### config.mk
export PLATFORM = sky130hd
export DESIGN_NAME = cpu_async_bus_interface
export DESIGN_NICKNAME = d
export VERILOG_FILES = /design/src/hw/bus_if_pkg.sv /design/src/hw/cpu_async_bus_interface.sv
export VERILOG_INCLUDE_DIRS = /design/src /design/src/hw
export SDC_FILE = /design/constraint.sdc
export NUM_CORES = 1
export LEC_CHECK = 0
export BUFFER_PORTS_ARGS = -buffer_cell sky130_fd_sc_hd__buf_2
export CAP_MARGIN = 30
export CORE_ASPECT_RATIO = 1.75
export CORE_MARGIN = 1
export CORE_UTILIZATION = 35
export DETAILED_ROUTE_END_ITERATION = 8
export MAX_ROUTING_LAYER = met4
export PLACE_DENSITY = 0.56
export SLEW_MARGIN = 20
export SYNTH_ARGS = -nofsm -noshare
export SYNTH_HDL_FRONTEND = slang
export SYNTH_SLANG_ARGS = --single-unit
export TNS_END_PERCENT = 1
### constraint.sdc
create_clock -name aclk -period 5.6 [get_ports aclk]
set_clock_uncertainty 0.05 [all_clocks]
set_input_delay 0.28 -clock aclk [delete_from_list [all_inputs] [get_ports aclk]]
set_output_delay 0.28 -clock aclk [all_outputs]
set_load 0.005 [all_outputs]
### src/hw/bus_if_params.svh
`ifndef BUS_IF_PARAMS_SVH
`define BUS_IF_PARAMS_SVH

// Register byte offsets
`define REG_CTRL 12'h000
`define REG_CMD_ADDR 12'h004
`define REG_CMD_DATA 12'h008
`define REG_STATUS 12'h00c
`define REG_IRQ_STAT 12'h010
`define REG_IRQ_MASK 12'h014
`define REG_RD_DATA 12'h018
`define REG_IRQ_LEVEL 12'h01c

// Control fields
`define CTRL_GO 0
`define CTRL_WRITE 1
`define CTRL_SIZE 2
`define CTRL_IACK 3
`define CTRL_SUPER 4
`define CTRL_PROG 5
`define CTRL_LOWPWR 6
`define CTRL_IMASK_LO 8
`define CTRL_IMASK_HI 10

// Event bits
`define EV_DONE 0
`define EV_BUS_ERROR_IN 1
`define EV_IRQ 2
`define EV_GRANT 3

`define CTRL_RESET 32'h0000_0000
`define MASK_RESET 4'h0
`define IACK_LEVEL_RESET 3'h0

`endif

### src/hw/bus_if_pkg.sv
package bus_if_pkg;
	typedef enum logic [2:0] {
		ST_IDLE,
		ST_STROBE,
		ST_WAIT,
		ST_END,
		ST_RELEASED
	} bus_state_t;

	typedef struct packed {
		logic [23:0] addr;
		logic [15:0] data;
		logic write;
		logic byte_size;
		logic iack;
		logic [2:0] space;
	} bus_cmd_t;

	typedef struct packed {
		logic [23:0] out;
		logic oe;
	} addr_pins_t;
endpackage

### src/hw/cpu_async_bus_interface.sv
// Summary of operation
// - Drive a three-state 24-bit address bus spanning 16 Mbytes on normal cycles.
// - Interrupt acknowledge puts level on address lines 3..1, all others high.
// - A static width-select input fixes the data bus at 8 or 16 bits.
// - Address strobe is asserted only while a valid address is driven.
// - Read/write line marks direction; upper and lower strobes gate data flow.
// - Bus grant answers a request; bus released after the current cycle.
// - Three encoded priority inputs present the pending level; seven levels seen.
// - Level 7 is highest priority and never masked.
// - Autovector input during acknowledge makes the vector from the level.
// - Three active-high three-state function code outputs give mode and space.
// - Function codes are valid throughout every address strobe interval.
// - Reset and halt inputs stop the block; bus error ends a failed access.
// - Low-power mode keeps all internal state while activity stops.
// - Fully static: all state is in flip-flops and survives a stopped clock.
//
// Our own choices: the AXI4-Lite register port and the placing of the registers.
`include "bus_if_params.svh"
`timescale 1ns/1ps
`default_nettype none

module cpu_async_bus_interface (
	// Clock and reset
	input wire logic aclk,
	input wire logic aresetn,
	// AXI4-Lite register port
	input wire logic [11:0] s_axi_awaddr,
	input wire logic s_axi_awvalid,
	output logic s_axi_awready,
	input wire logic [31:0] s_axi_wdata,
	input wire logic [3:0] s_axi_wstrb,
	input wire logic s_axi_wvalid,
	output logic s_axi_wready,
	output logic [1:0] s_axi_bresp,
	output logic s_axi_bvalid,
	input wire logic s_axi_bready,
	input wire logic [11:0] s_axi_araddr,
	input wire logic s_axi_arvalid,
	output logic s_axi_arready,
	output logic [31:0] s_axi_rdata,
	output logic [1:0] s_axi_rresp,
	output logic s_axi_rvalid,
	input wire logic s_axi_rready,
	output logic irq,
	// External address and data bus
	output logic [23:0] address_lines,
	output logic address_lines_oe,
	input wire logic [15:0] data_lines_in,
	output logic [15:0] data_lines_out,
	output logic data_lines_oe,
	// Bus control
	output logic addr_strobe_n,
	output logic read_write,
	output logic upper_byte_strobe_n,
	output logic lower_byte_strobe_n,
	output logic [2:0] space_code_out,
	output logic control_oe,
	input wire logic transfer_ack_n,
	input wire logic bus_error_in,
	input wire logic halt_n,
	input wire logic width_sel_16,
	// Arbitration
	input wire logic bus_request_n,
	output logic bus_grant_n,
	// Interrupts
	input wire logic [2:0] irq_priority_code,
	input wire logic auto_vector_req,
	// Status
	output logic low_power
);
	import bus_if_pkg::*;

	bus_state_t state;
	bus_cmd_t cmd;
	logic [31:0] ctrl;
	logic [3:0] irq_stat;
	logic [3:0] irq_mask;
	logic [15:0] rd_data;
	logic [7:0] vector;
	logic [2:0] iack_level;
	logic aw_hold, w_hold;
	logic [11:0] aw_addr;
	logic [31:0] w_data;
	logic cycle_bus_error_in;

	// Bus slave decode
	wire do_write = aw_hold && w_hold && !s_axi_bvalid;
	wire do_read = s_axi_arvalid && !s_axi_rvalid;
	wire wr_ctrl = do_write && aw_addr == `REG_CTRL;
	wire wr_addr = do_write && aw_addr == `REG_CMD_ADDR;
	wire wr_data = do_write && aw_addr == `REG_CMD_DATA;
	wire wr_stat = do_write && aw_addr == `REG_IRQ_STAT;
	wire wr_mask = do_write && aw_addr == `REG_IRQ_MASK;
	wire wr_hit = wr_ctrl | wr_addr | wr_data | wr_stat | wr_mask;
	wire rd_hit = s_axi_araddr == `REG_CTRL || s_axi_araddr == `REG_CMD_ADDR ||
		s_axi_araddr == `REG_CMD_DATA || s_axi_araddr == `REG_STATUS ||
		s_axi_araddr == `REG_IRQ_STAT || s_axi_araddr == `REG_IRQ_MASK ||
		s_axi_araddr == `REG_RD_DATA || s_axi_araddr == `REG_IRQ_LEVEL;

	// Core side
	wire halted = !halt_n;
	wire sleeping = ctrl[`CTRL_LOWPWR];
	wire [2:0] imask = ctrl[`CTRL_IMASK_HI:`CTRL_IMASK_LO];
	wire irq_pending = irq_priority_code == 3'h7 || irq_priority_code > imask;
	wire go = wr_ctrl && w_data[`CTRL_GO] && state == ST_IDLE && !halted && !sleeping;
	wire ack_seen = !transfer_ack_n || bus_error_in || (cmd.iack && auto_vector_req);
	wire req = !bus_request_n;
	wire word_mode = width_sel_16 && !w_data[`CTRL_SIZE];
	wire [23:0] iack_addr = {20'hfffff, irq_priority_code, 1'b1};
	wire [7:0] auto_vec = 8'h18 + {5'h00, cmd.addr[3:1]};
	wire [3:0] events;
	assign events[`EV_DONE] = state == ST_WAIT && ack_seen && !bus_error_in;
	assign events[`EV_BUS_ERROR_IN] = state == ST_WAIT && bus_error_in;
	assign events[`EV_IRQ] = irq_pending && irq_priority_code != 3'h0;
	// Both ways onto the released bus raise the event, from idle as well as after a cycle
	assign events[`EV_GRANT] = (state == ST_IDLE || state == ST_END) && req && !bus_grant_n;
	wire [3:0] clear_bits = wr_stat ? w_data[3:0] : 4'h0;
	// Set wins over a simultaneous clear
	wire [3:0] next_irq_stat = (irq_stat & ~clear_bits) | events;
	wire [15:0] byte_data = cmd.addr[0] ? {8'h00, data_lines_in[7:0]} : {8'h00, data_lines_in[15:8]};
	wire [15:0] next_rd_data = cmd.byte_size ? byte_data : data_lines_in;
	wire [31:0] status_word = {22'h000000, low_power, !bus_grant_n, cycle_bus_error_in, halted,
		irq_pending, state == ST_RELEASED, state != ST_IDLE && state != ST_RELEASED, 3'h0};

	logic [31:0] rd_mux;
	always_comb begin
		case (s_axi_araddr)
			`REG_CTRL: rd_mux = ctrl;
			`REG_CMD_ADDR: rd_mux = {8'h00, cmd.addr};
			`REG_CMD_DATA: rd_mux = {16'h0000, cmd.data};
			`REG_STATUS: rd_mux = status_word;
			`REG_IRQ_STAT: rd_mux = {28'h0000000, irq_stat};
			`REG_IRQ_MASK: rd_mux = {28'h0000000, irq_mask};
			`REG_RD_DATA: rd_mux = {16'h0000, rd_data};
			`REG_IRQ_LEVEL: rd_mux = {21'h000000, iack_level, vector};
			default: rd_mux = 32'h0000_0000;
		endcase
	end

	// Write address and data are taken in either order
	always_ff @(posedge aclk) begin
		if (!aresetn) begin
			aw_hold <= 1'b0;
			w_hold <= 1'b0;
			aw_addr <= 12'h000;
			w_data <= 32'h0000_0000;
			s_axi_bvalid <= 1'b0;
			s_axi_bresp <= 2'h0;
		end else begin
			if (s_axi_awvalid && s_axi_awready) begin
				aw_hold <= 1'b1;
				aw_addr <= s_axi_awaddr;
			end
			if (s_axi_wvalid && s_axi_wready) begin
				w_hold <= 1'b1;
				w_data <= s_axi_wdata;
			end
			if (do_write) begin
				aw_hold <= 1'b0;
				w_hold <= 1'b0;
				s_axi_bvalid <= 1'b1;
				s_axi_bresp <= wr_hit ? 2'h0 : 2'h2;
			end else if (s_axi_bready) begin
				s_axi_bvalid <= 1'b0;
			end
		end
	end

	always_ff @(posedge aclk) begin
		if (!aresetn) begin
			s_axi_awready <= 1'b0;
			s_axi_wready <= 1'b0;
			s_axi_arready <= 1'b0;
			s_axi_rvalid <= 1'b0;
			s_axi_rdata <= 32'h0000_0000;
			s_axi_rresp <= 2'h0;
		end else begin
			s_axi_awready <= !aw_hold && !(s_axi_awvalid && s_axi_awready);
			s_axi_wready <= !w_hold && !(s_axi_wvalid && s_axi_wready);
			s_axi_arready <= do_read && !s_axi_arready;
			if (s_axi_arvalid && s_axi_arready) begin
				s_axi_rvalid <= 1'b1;
				s_axi_rdata <= rd_mux;
				s_axi_rresp <= rd_hit ? 2'h0 : 2'h2;
			end else if (s_axi_rready) begin
				s_axi_rvalid <= 1'b0;
			end
		end
	end

	// Software registers; all state stays in place while sleeping or halted
	always_ff @(posedge aclk) begin
		if (!aresetn) begin
			ctrl <= `CTRL_RESET;
			irq_mask <= `MASK_RESET;
			irq_stat <= 4'h0;
			cmd <= '0;
		end else begin
			irq_stat <= next_irq_stat;
			if (wr_ctrl)
				ctrl <= {w_data[31:1], 1'b0};
			if (wr_mask)
				irq_mask <= w_data[3:0];
			if (wr_addr && state == ST_IDLE)
				cmd.addr <= w_data[23:0];
			if (wr_data && state == ST_IDLE)
				cmd.data <= w_data[15:0];
			if (go) begin
				cmd.write <= w_data[`CTRL_WRITE];
				cmd.byte_size <= !word_mode;
				cmd.iack <= w_data[`CTRL_IACK];
				cmd.space <= w_data[`CTRL_IACK] ? 3'h7 :
					{w_data[`CTRL_SUPER], w_data[`CTRL_PROG], !w_data[`CTRL_PROG]};
				if (w_data[`CTRL_IACK])
					cmd.addr <= iack_addr;
			end
		end
	end

	// External bus sequencer; halt and sleep only block go, so a cycle already running completes
	always_ff @(posedge aclk) begin
		if (!aresetn) begin
			state <= ST_IDLE;
			address_lines <= 24'h000000;
			address_lines_oe <= 1'b0;
			data_lines_out <= 16'h0000;
			data_lines_oe <= 1'b0;
			addr_strobe_n <= 1'b1;
			read_write <= 1'b1;
			upper_byte_strobe_n <= 1'b1;
			lower_byte_strobe_n <= 1'b1;
			space_code_out <= 3'h0;
			control_oe <= 1'b0;
			bus_grant_n <= 1'b1;
			rd_data <= 16'h0000;
			vector <= 8'h00;
			iack_level <= `IACK_LEVEL_RESET;
			cycle_bus_error_in <= 1'b0;
			low_power <= 1'b0;
			irq <= 1'b0;
		end else begin
			irq <= |(next_irq_stat & irq_mask);
			low_power <= sleeping;
			if (req && bus_grant_n)
				bus_grant_n <= 1'b0;
			// A request withdrawn before the release must not leave the grant stuck low
			else if (!req && !bus_grant_n)
				bus_grant_n <= 1'b1;
			case (state)
				ST_IDLE: begin
					if (req && !bus_grant_n) begin
						state <= ST_RELEASED;
						address_lines_oe <= 1'b0;
						data_lines_oe <= 1'b0;
						control_oe <= 1'b0;
					end else if (go) begin
						state <= ST_STROBE;
						address_lines <= w_data[`CTRL_IACK] ? iack_addr : cmd.addr;
						address_lines_oe <= 1'b1;
						control_oe <= 1'b1;
						read_write <= !w_data[`CTRL_WRITE] || w_data[`CTRL_IACK];
						space_code_out <= w_data[`CTRL_IACK] ? 3'h7 :
							{w_data[`CTRL_SUPER], w_data[`CTRL_PROG], !w_data[`CTRL_PROG]};
						data_lines_out <= cmd.data;
						data_lines_oe <= w_data[`CTRL_WRITE] && !w_data[`CTRL_IACK];
						cycle_bus_error_in <= 1'b0;
					end
				end
				ST_STROBE: begin
					// Address and codes settled a cycle earlier, so the strobe marks a valid address
					state <= ST_WAIT;
					addr_strobe_n <= 1'b0;
					upper_byte_strobe_n <= cmd.byte_size && cmd.addr[0];
					lower_byte_strobe_n <= cmd.byte_size && !cmd.addr[0];
				end
				ST_WAIT: begin
					if (ack_seen) begin
						state <= ST_END;
						addr_strobe_n <= 1'b1;
						upper_byte_strobe_n <= 1'b1;
						lower_byte_strobe_n <= 1'b1;
						cycle_bus_error_in <= bus_error_in;
						if (!cmd.write && !cmd.iack)
							rd_data <= next_rd_data;
						if (cmd.iack) begin
							iack_level <= cmd.addr[3:1];
							vector <= auto_vector_req ? auto_vec : data_lines_in[7:0];
						end
					end
				end
				ST_END: begin
					data_lines_oe <= 1'b0;
					read_write <= 1'b1;
					if (req && !bus_grant_n) begin
						state <= ST_RELEASED;
						address_lines_oe <= 1'b0;
						control_oe <= 1'b0;
					end else
						state <= ST_IDLE;
				end
				ST_RELEASED: begin
					if (!req) begin
						state <= ST_IDLE;
						bus_grant_n <= 1'b1;
					end
				end
				default: state <= ST_IDLE;
			endcase
		end
	end
endmodule // cpu_async_bus_interface

`default_nettype wire

==> flow_metrics.py, run 1 <==
metrics = {
    "timing": {
        "rsz0062_at_grt": "no",
        "finalSetupTns_ns": 0,
        "layout_min_cycle_time_ns": 3.163,
        "drv_slew": 0,
        "tightest_slew_ns": 0.9524,
        "fmax_ghz": 0.3161,
        "relSlewSlack": 0.3603,
        "period_share": 0.5649,
        "hold_violations": 0,
        "setup_viol": 0,
        "whs_ns": 0.01270,
    },
    "logic_synthesis": {
        "synth_compound_area_frac": 0.1608,
        "synth-seq-cells": 250,
        "synth_edf_count": 0,
        "synthAdderAreaFrac": 0.003654,
        "synthDistinctLibCells": 66,
        "synthTopCellsByArea": "dfxtp_1, nand2_1, a21oi_1",
        "synth_mux_area_frac": 0.06735,
        "synthCells": 1231,
        "synth_top_family_by_area": "simple AND/OR/NAND/NOR gates",
        "async_flop_share": 0,
        "mappedNetlistArea_mm2": 0.01027,
        "synthFlopType": "dfxtp_1",
        "ys_warn_count": 0,
        "synth_simple_gate_area_frac": 0.2343,
        "ys_seq_area_frac": 0.4872,
        "synth_top_area_share": 0.4872,
        "syn_area_per_cell_um2": 8.346,
        "synth_area_leader_cell": "dfxtp_1",
        "synthXorXnorAreaFrac": 0.0008525,
    },
    "drt": {
        "routed-via-count": 9313,
        "drt_pass1_iterations": 5,
        "drt_wl_total_mm": 33.33,
        "viasPerCell": 5.154,
        "drtIter0Drc": 476,
        "ant_nets": 0,
        "post_drt_wl_per_cell_um": 18.44,
        "drcViolationCount": 0,
    },
    "clock_tree": {
        "clkLatencyLatePin_ns": 0.53,
        "postCtsSetupBuffers": 0,
        "postCtsResizedCells": 0,
        "cts-root-buf": "clkbuf_16",
        "clockBufferDepth": 3,
        "path_clk_slew_ns": 0.07,
        "cts_max_level": 1,
        "cts_tree": "done",
        "cts_buffers": 24,
        "clock-sinks": 250,
    },
    "setup_path": {
        "critPathKind": "register to register",
        "crit_fanout": 24,
        "worst_path_max_delay_cell": "or4_2",
        "crit_path_start_kind": "register",
        "cp.arrival_ns": 3.49,
        "slowest_delay_ns": 0.96,
        "worstSetupEndpointType": "register",
        "cp.required_ns": 5.93,
        "crit_chain": "or4_4 > or4b_4 > or4_2 > buf_12 > nor3b_1 > nor3_1",
    },
    "placement": {
        "portBuffers": 179,
        "place_congestion": 0.8333,
        "dp_hpwl_mm": 22.80,
        "post-place-cells": 1710,
    },
    "power": {
        "p_leak_nw": 5.112,
        "p_per_area_mw_per_mm2": 306.9,
        "vdd_drop_max_mv": 0.1831,
        "p_total_mw": 3.932,
    },
    "floorplan": {
        "fp.coreArea_mm2": 0.02873,
        "fp.dieW_um": 131.5,
        "dieArea_mm2": 0.03007,
        "die_y_um": 228.6,
        "num_rows": 82,
        "initial_core_util": 0.3576,
        "ios": 186,
    },
    "grt": {
        "overflow": 0,
        "grt_use_met1": 0.2481,
        "grt_use_total": 0.2256,
        "grt_pass1_wl_mm": 51.54,
        "gr-usage-met3": 0.02972,
        "grt_max_degree": 181,
        "antenna_found_initial": 0,
        "top_usage_layer": "met2",
        "grt_util_met2": 0.3985,
        "grt_pass1_vias": 9083,
    },
    "final_layout": {
        "drive_gt1_frac": 0.2022,
        "fin_util": 0.4460,
        "n_antenna_cell": 0,
        "fin_nets": 1508,
        "area_growth_syn_to_layout_pct": 24.71,
        "finalNonFillerCells": 1807,
    },
    "worst_hold_path": {
        "hold_class": "input port to register",
    },
    "run_status": {
        "status": "completed",
    },
    "job": {
        "cap_violations": 0,
    },
}
cell type report:
type                       count  area, um2
sequential                   250       5006
tap                          378      473.0
fill                        2906      15920
timing repair buffer         253       1607
clock inverter                 8      117.6
clock buffer                  34      729.5
multi-input combinational    871       4826
inverter                      13      53.80
stage by stage:
step	setup WS (ns)	instance area, um2
3_5_place_dp	2.183	11410
4_1_cts	2.443	12810
2_1_floorplan	3.126	10280
6_report	2.437	12810
5_1_grt	2.299	12810
3_3_place_gp	2.246	11380
flip-flops by register name, indices dropped and copies added (netlist names), 3 cells and up:
name / count
space_code_out: 3
address_lines: 24
vector: 8
w_data: 32
ctrl: 31
aw_addr: 12
cmd: 43
rd_data: 16
irq_mask: 4
iack_level: 3
state: 3
s_axi_rdata: 32
data_lines_out: 16
irq_stat: 4
routing by layer:
layer	vias up	share of wire
met5	-	0
met4	0	0.045
met3	62	0.043
met2	249	0.51
met1	4415	0.40
li1	4587	-
report_power, final:
part	leakage [nW]	internal (mW)	switching [mW]
clock	0.419	1.04	0.703
sequential	2.02	1.82	0.0420
combinational	2.67	0.132	0.190
Yosys cell counts, types with 12 or more instances:
library cell    n
a211oi_1       12
buf_2          14
nand3_1        21
clkbuf_1       73
nand3b_1       13
mux2i_1        50
nor3_1         40
dfxtp_1       250
o21ai_0        44
nor2_1         64
nand2_1       290
nor3_2         21
inv_1          13
a22oi_1        15
a21oi_1       179
path summary, 6_finish.rpt:
| path | from | end | slack [ns] | cells past startpoint |
|---|---|---|---|---|
| worst min register to register | s_axi_rvalid | s_axi_arready | 0.39 | 1 |
| worst min-delay path | data_lines_in[6] | vector[6] | 0.01 | 3 |
| worst max register to register | aw_addr[8] | space_code_out[0] | 2.44 | 6 |
| worst max-delay path | aw_addr[8] | space_code_out[0] | 2.44 | 6 |
worst max-delay path, delay by kind of cell, from the launching register on:
family,cells,cell delay [ns]
AND/OR/NAND/NOR,5,2.34
flip-flops,1,0.31
buffers and inverters,1,0.30
cells in the final DEF (no fill, tap or decap), drive strengths merged, types with 4 or more instances in the layout:
cell type,synthesis,final
nand2,290,290
dfxtp,250,250
buf,25,198
a21oi,179,179
nor2,64,64
nor3,61,61
dlygate4sd3,0,55
mux2i,50,50
o21ai,45,45
clkbuf,73,34
nand3,21,21
a22oi,15,15
nand3b,13,13
inv,13,13
a211oi,12,12
and2,11,11
mux2,9,9
nor4,9,9
nand2b,8,8
a22o,5,5
and3,5,5
or4,5,5
mux4,4,4
a31oi,4,4
clkinv,0,4
nor3b,4,4
logic make-up after synthesis:
group	Yosys count
flip-flops	250
AO/OA/AOI/OAI	291
AND/OR/NAND/NOR	511
XOR/XNOR	1
buffers and inverters	111
multiplexers	63
other	1
adder cells (fa/ha/maj)	3
timing repair:
item / 4_1_cts / 5_1_grt
hold buffers: 55 / 0
setup endpoints to repair: 0 / 0
hold endpoints to repair: 55 / 0
No activity file was read; power rests on OpenSTA's default activity.
==> run 2: changes to the inputs <==
- clock period: 5.6 -> 3.2 ns (I/O delays scaled with it)
==> flow_metrics.py, run 2 (synthesis results as in run 1) <==
metrics = {
    "run_status": {
        "status": "completed",
    },
    "timing": {
        "fmax_ghz": 0.3560,
        "whs_ns": 0.02262,
        "hold_violations": 0,
        "drv_slew": 0,
        "layout_min_cycle_time_ns": 2.809,
        "tightest_slew_ns": 0.8864,
        "period_share": 0.8779,
        "finalSetupTns_ns": 0,
        "setup_viol": 0,
        "rsz0062_at_grt": "no",
        "fin_ws_ns": 0.3907,
        "relSlewSlack": 0.4036,
    },
    "setup_path": {
        "crit_chain": "or4_1 > or4b_4 > or4_2 > buf_12 > nor3b_1 > nor3_1",
        "critPathKind": "register to register",
        "cp_num_buf_inv": 1,
        "crit_path_start_kind": "register",
        "ff2ff_path_depth": 6,
        "r2r_end": "space_code_out[0]",
        "cp.required_ns": 3.57,
        "cp.arrival_ns": 3.18,
        "critPathTopFamily": "simple AND/OR/NAND/NOR gates",
        "cp_num_cells": 6,
        "crit_fanout": 43,
        "r2r_slack_ns": 0.39,
        "startpoint": "aw_addr[0]",
        "worst_path_max_delay_cell": "or4_2",
        "slowest_delay_ns": 0.66,
        "worstSetupEndpointType": "register",
        "reg2reg_from": "aw_addr[0]",
        "crit_end": "space_code_out[0]",
    },
    "job": {
        "cap_violations": 0,
    },
    "clock_tree": {
        "cts_buffers": 24,
        "postCtsResizedCells": 0,
        "clkLatencyLatePin_ns": 0.54,
        "cts_tree": "done",
        "path_clk_slew_ns": 0.07,
        "clockBufferDepth": 3,
        "cts-root-buf": "clkbuf_16",
        "postCtsSetupBuffers": 0,
        "cts_hold_buf": 69,
        "cts_max_level": 1,
        "clock-sinks": 250,
    },
    "final_layout": {
        "n_antenna_cell": 0,
        "largest_register_ffs": 43,
        "final.fill_count": 2916,
        "mostFrequentLayoutCells": "nand2_1, dfxtp_1, a21oi_1, buf_2, dlygate4sd3_1",
        "largest-register": "cmd",
        "drive_gt1_frac": 0.2017,
        "area_growth_syn_to_layout_pct": 26.22,
        "biggestRegsByFlops": "cmd (43), s_axi_rdata (32), w_data (32)",
        "fin_nets": 1531,
        "mostFrequentLayoutCell": "nand2_1",
        "finalNonFillerCells": 1831,
    },
    "placement": {
        "dp_hpwl_mm": 23.31,
        "place_congestion": 0.8414,
        "portBuffers": 179,
        "place_ws_ns": 0.4072,
        "post-place-cells": 1719,
    },
    "power": {
        "p_leak_nw": 5.173,
        "vdd_drop_max_mv": 0.3554,
        "p_total_mw": 6.726,
        "p_per_area_mw_per_mm2": 518.7,
    },
    "drt": {
        "viasPerCell": 5.146,
        "ant_nets": 0,
        "drtIter0Drc": 430,
        "drt_pass1_iterations": 4,
        "drt_wl_total_mm": 34.00,
        "post_drt_wl_per_cell_um": 18.57,
        "routed-via-count": 9422,
        "drcViolationCount": 0,
    },
    "worst_hold_path": {
        "hold_class": "input port to register",
    },
    "grt": {
        "overflow": 0,
        "grt_max_degree": 93,
        "grt_pass1_vias": 9118,
        "antenna_found_initial": 0,
        "grt_pass1_wl_mm": 51.98,
        "grt_use_total": 0.2290,
    },
    "floorplan": {
        "fp.coreArea_mm2": 0.02873,
        "num_rows": 82,
        "fp.dieW_um": 131.5,
        "dieArea_mm2": 0.03007,
        "die_y_um": 228.6,
        "initial_core_util": 0.3576,
        "ios": 186,
    },
}
run 2: cell types whose count changed in the layout (fill, tap and decap cells not counted), sizes merged:
cell / previous run / this run
dlygate4sd3: 55 / 69
buf: 198 / 207
clkbuf: 34 / 39
bufinv: 3 / 1
clkinv: 4 / 3
clkinvlp: 1 / 0
run 2: metal layers:
metal / GRT usage / routed length, um / part of all wire / up-vias
li1: - / - / - / 4629
met1: 0.2489 / 13520 / 0.40 / 4455
met2: 0.4036 / 17370 / 0.51 / 262
met3: 0.02528 / 1317 / 0.039 / 76
met4: 0.1268 / 1789 / 0.053 / 0
met5: - / 0 / 0 / -
run 2: worst min-delay path by stage:
stage,endpoint,cells past startpoint,startpoint
global placement,s_axi_arready,3,s_axi_arvalid
global route,vector[4],3,auto_vector_req
floorplan,s_axi_arready,2,s_axi_arvalid
detailed placement,w_data[25],3,s_axi_wdata[25]
CTS,vector[5],3,auto_vector_req
finish,vector[4],3,auto_vector_req
run 2: area by class of cell:
class	count	area [um2]	share of cell area
inverter	13	53.80	0.004149
sequential	250	5006	0.3860
multi-input combinational	871	4817	0.3715
tap	378	473.0	0.03647
clock buffer	39	726.9	0.05606
clock inverter	4	56.30	0.004342
timing repair buffer	276	1834	0.1415
run 2: tightest hold or removal path, cell delays in order:
cell	delay, ns
buf_2	0.21
nor3_1	0.09
nor3_1	0.11
run 2: stage by stage:
stage / util / area [um2]
floorplan: - / 10280
global placement: 0.4001 / 11490
detailed placement: 0.4001 / 11490
CTS: 0.4514 / 12970
global route: 0.4514 / 12970
finish: 0.4514 / 12970
run 2: power breakdown:
part	total, mW	switching, mW	internal, mW
clock	2.87	1.23	1.63
combinational	0.591	0.339	0.252
sequential	3.27	0.0773	3.19
total	6.73	1.65	5.08
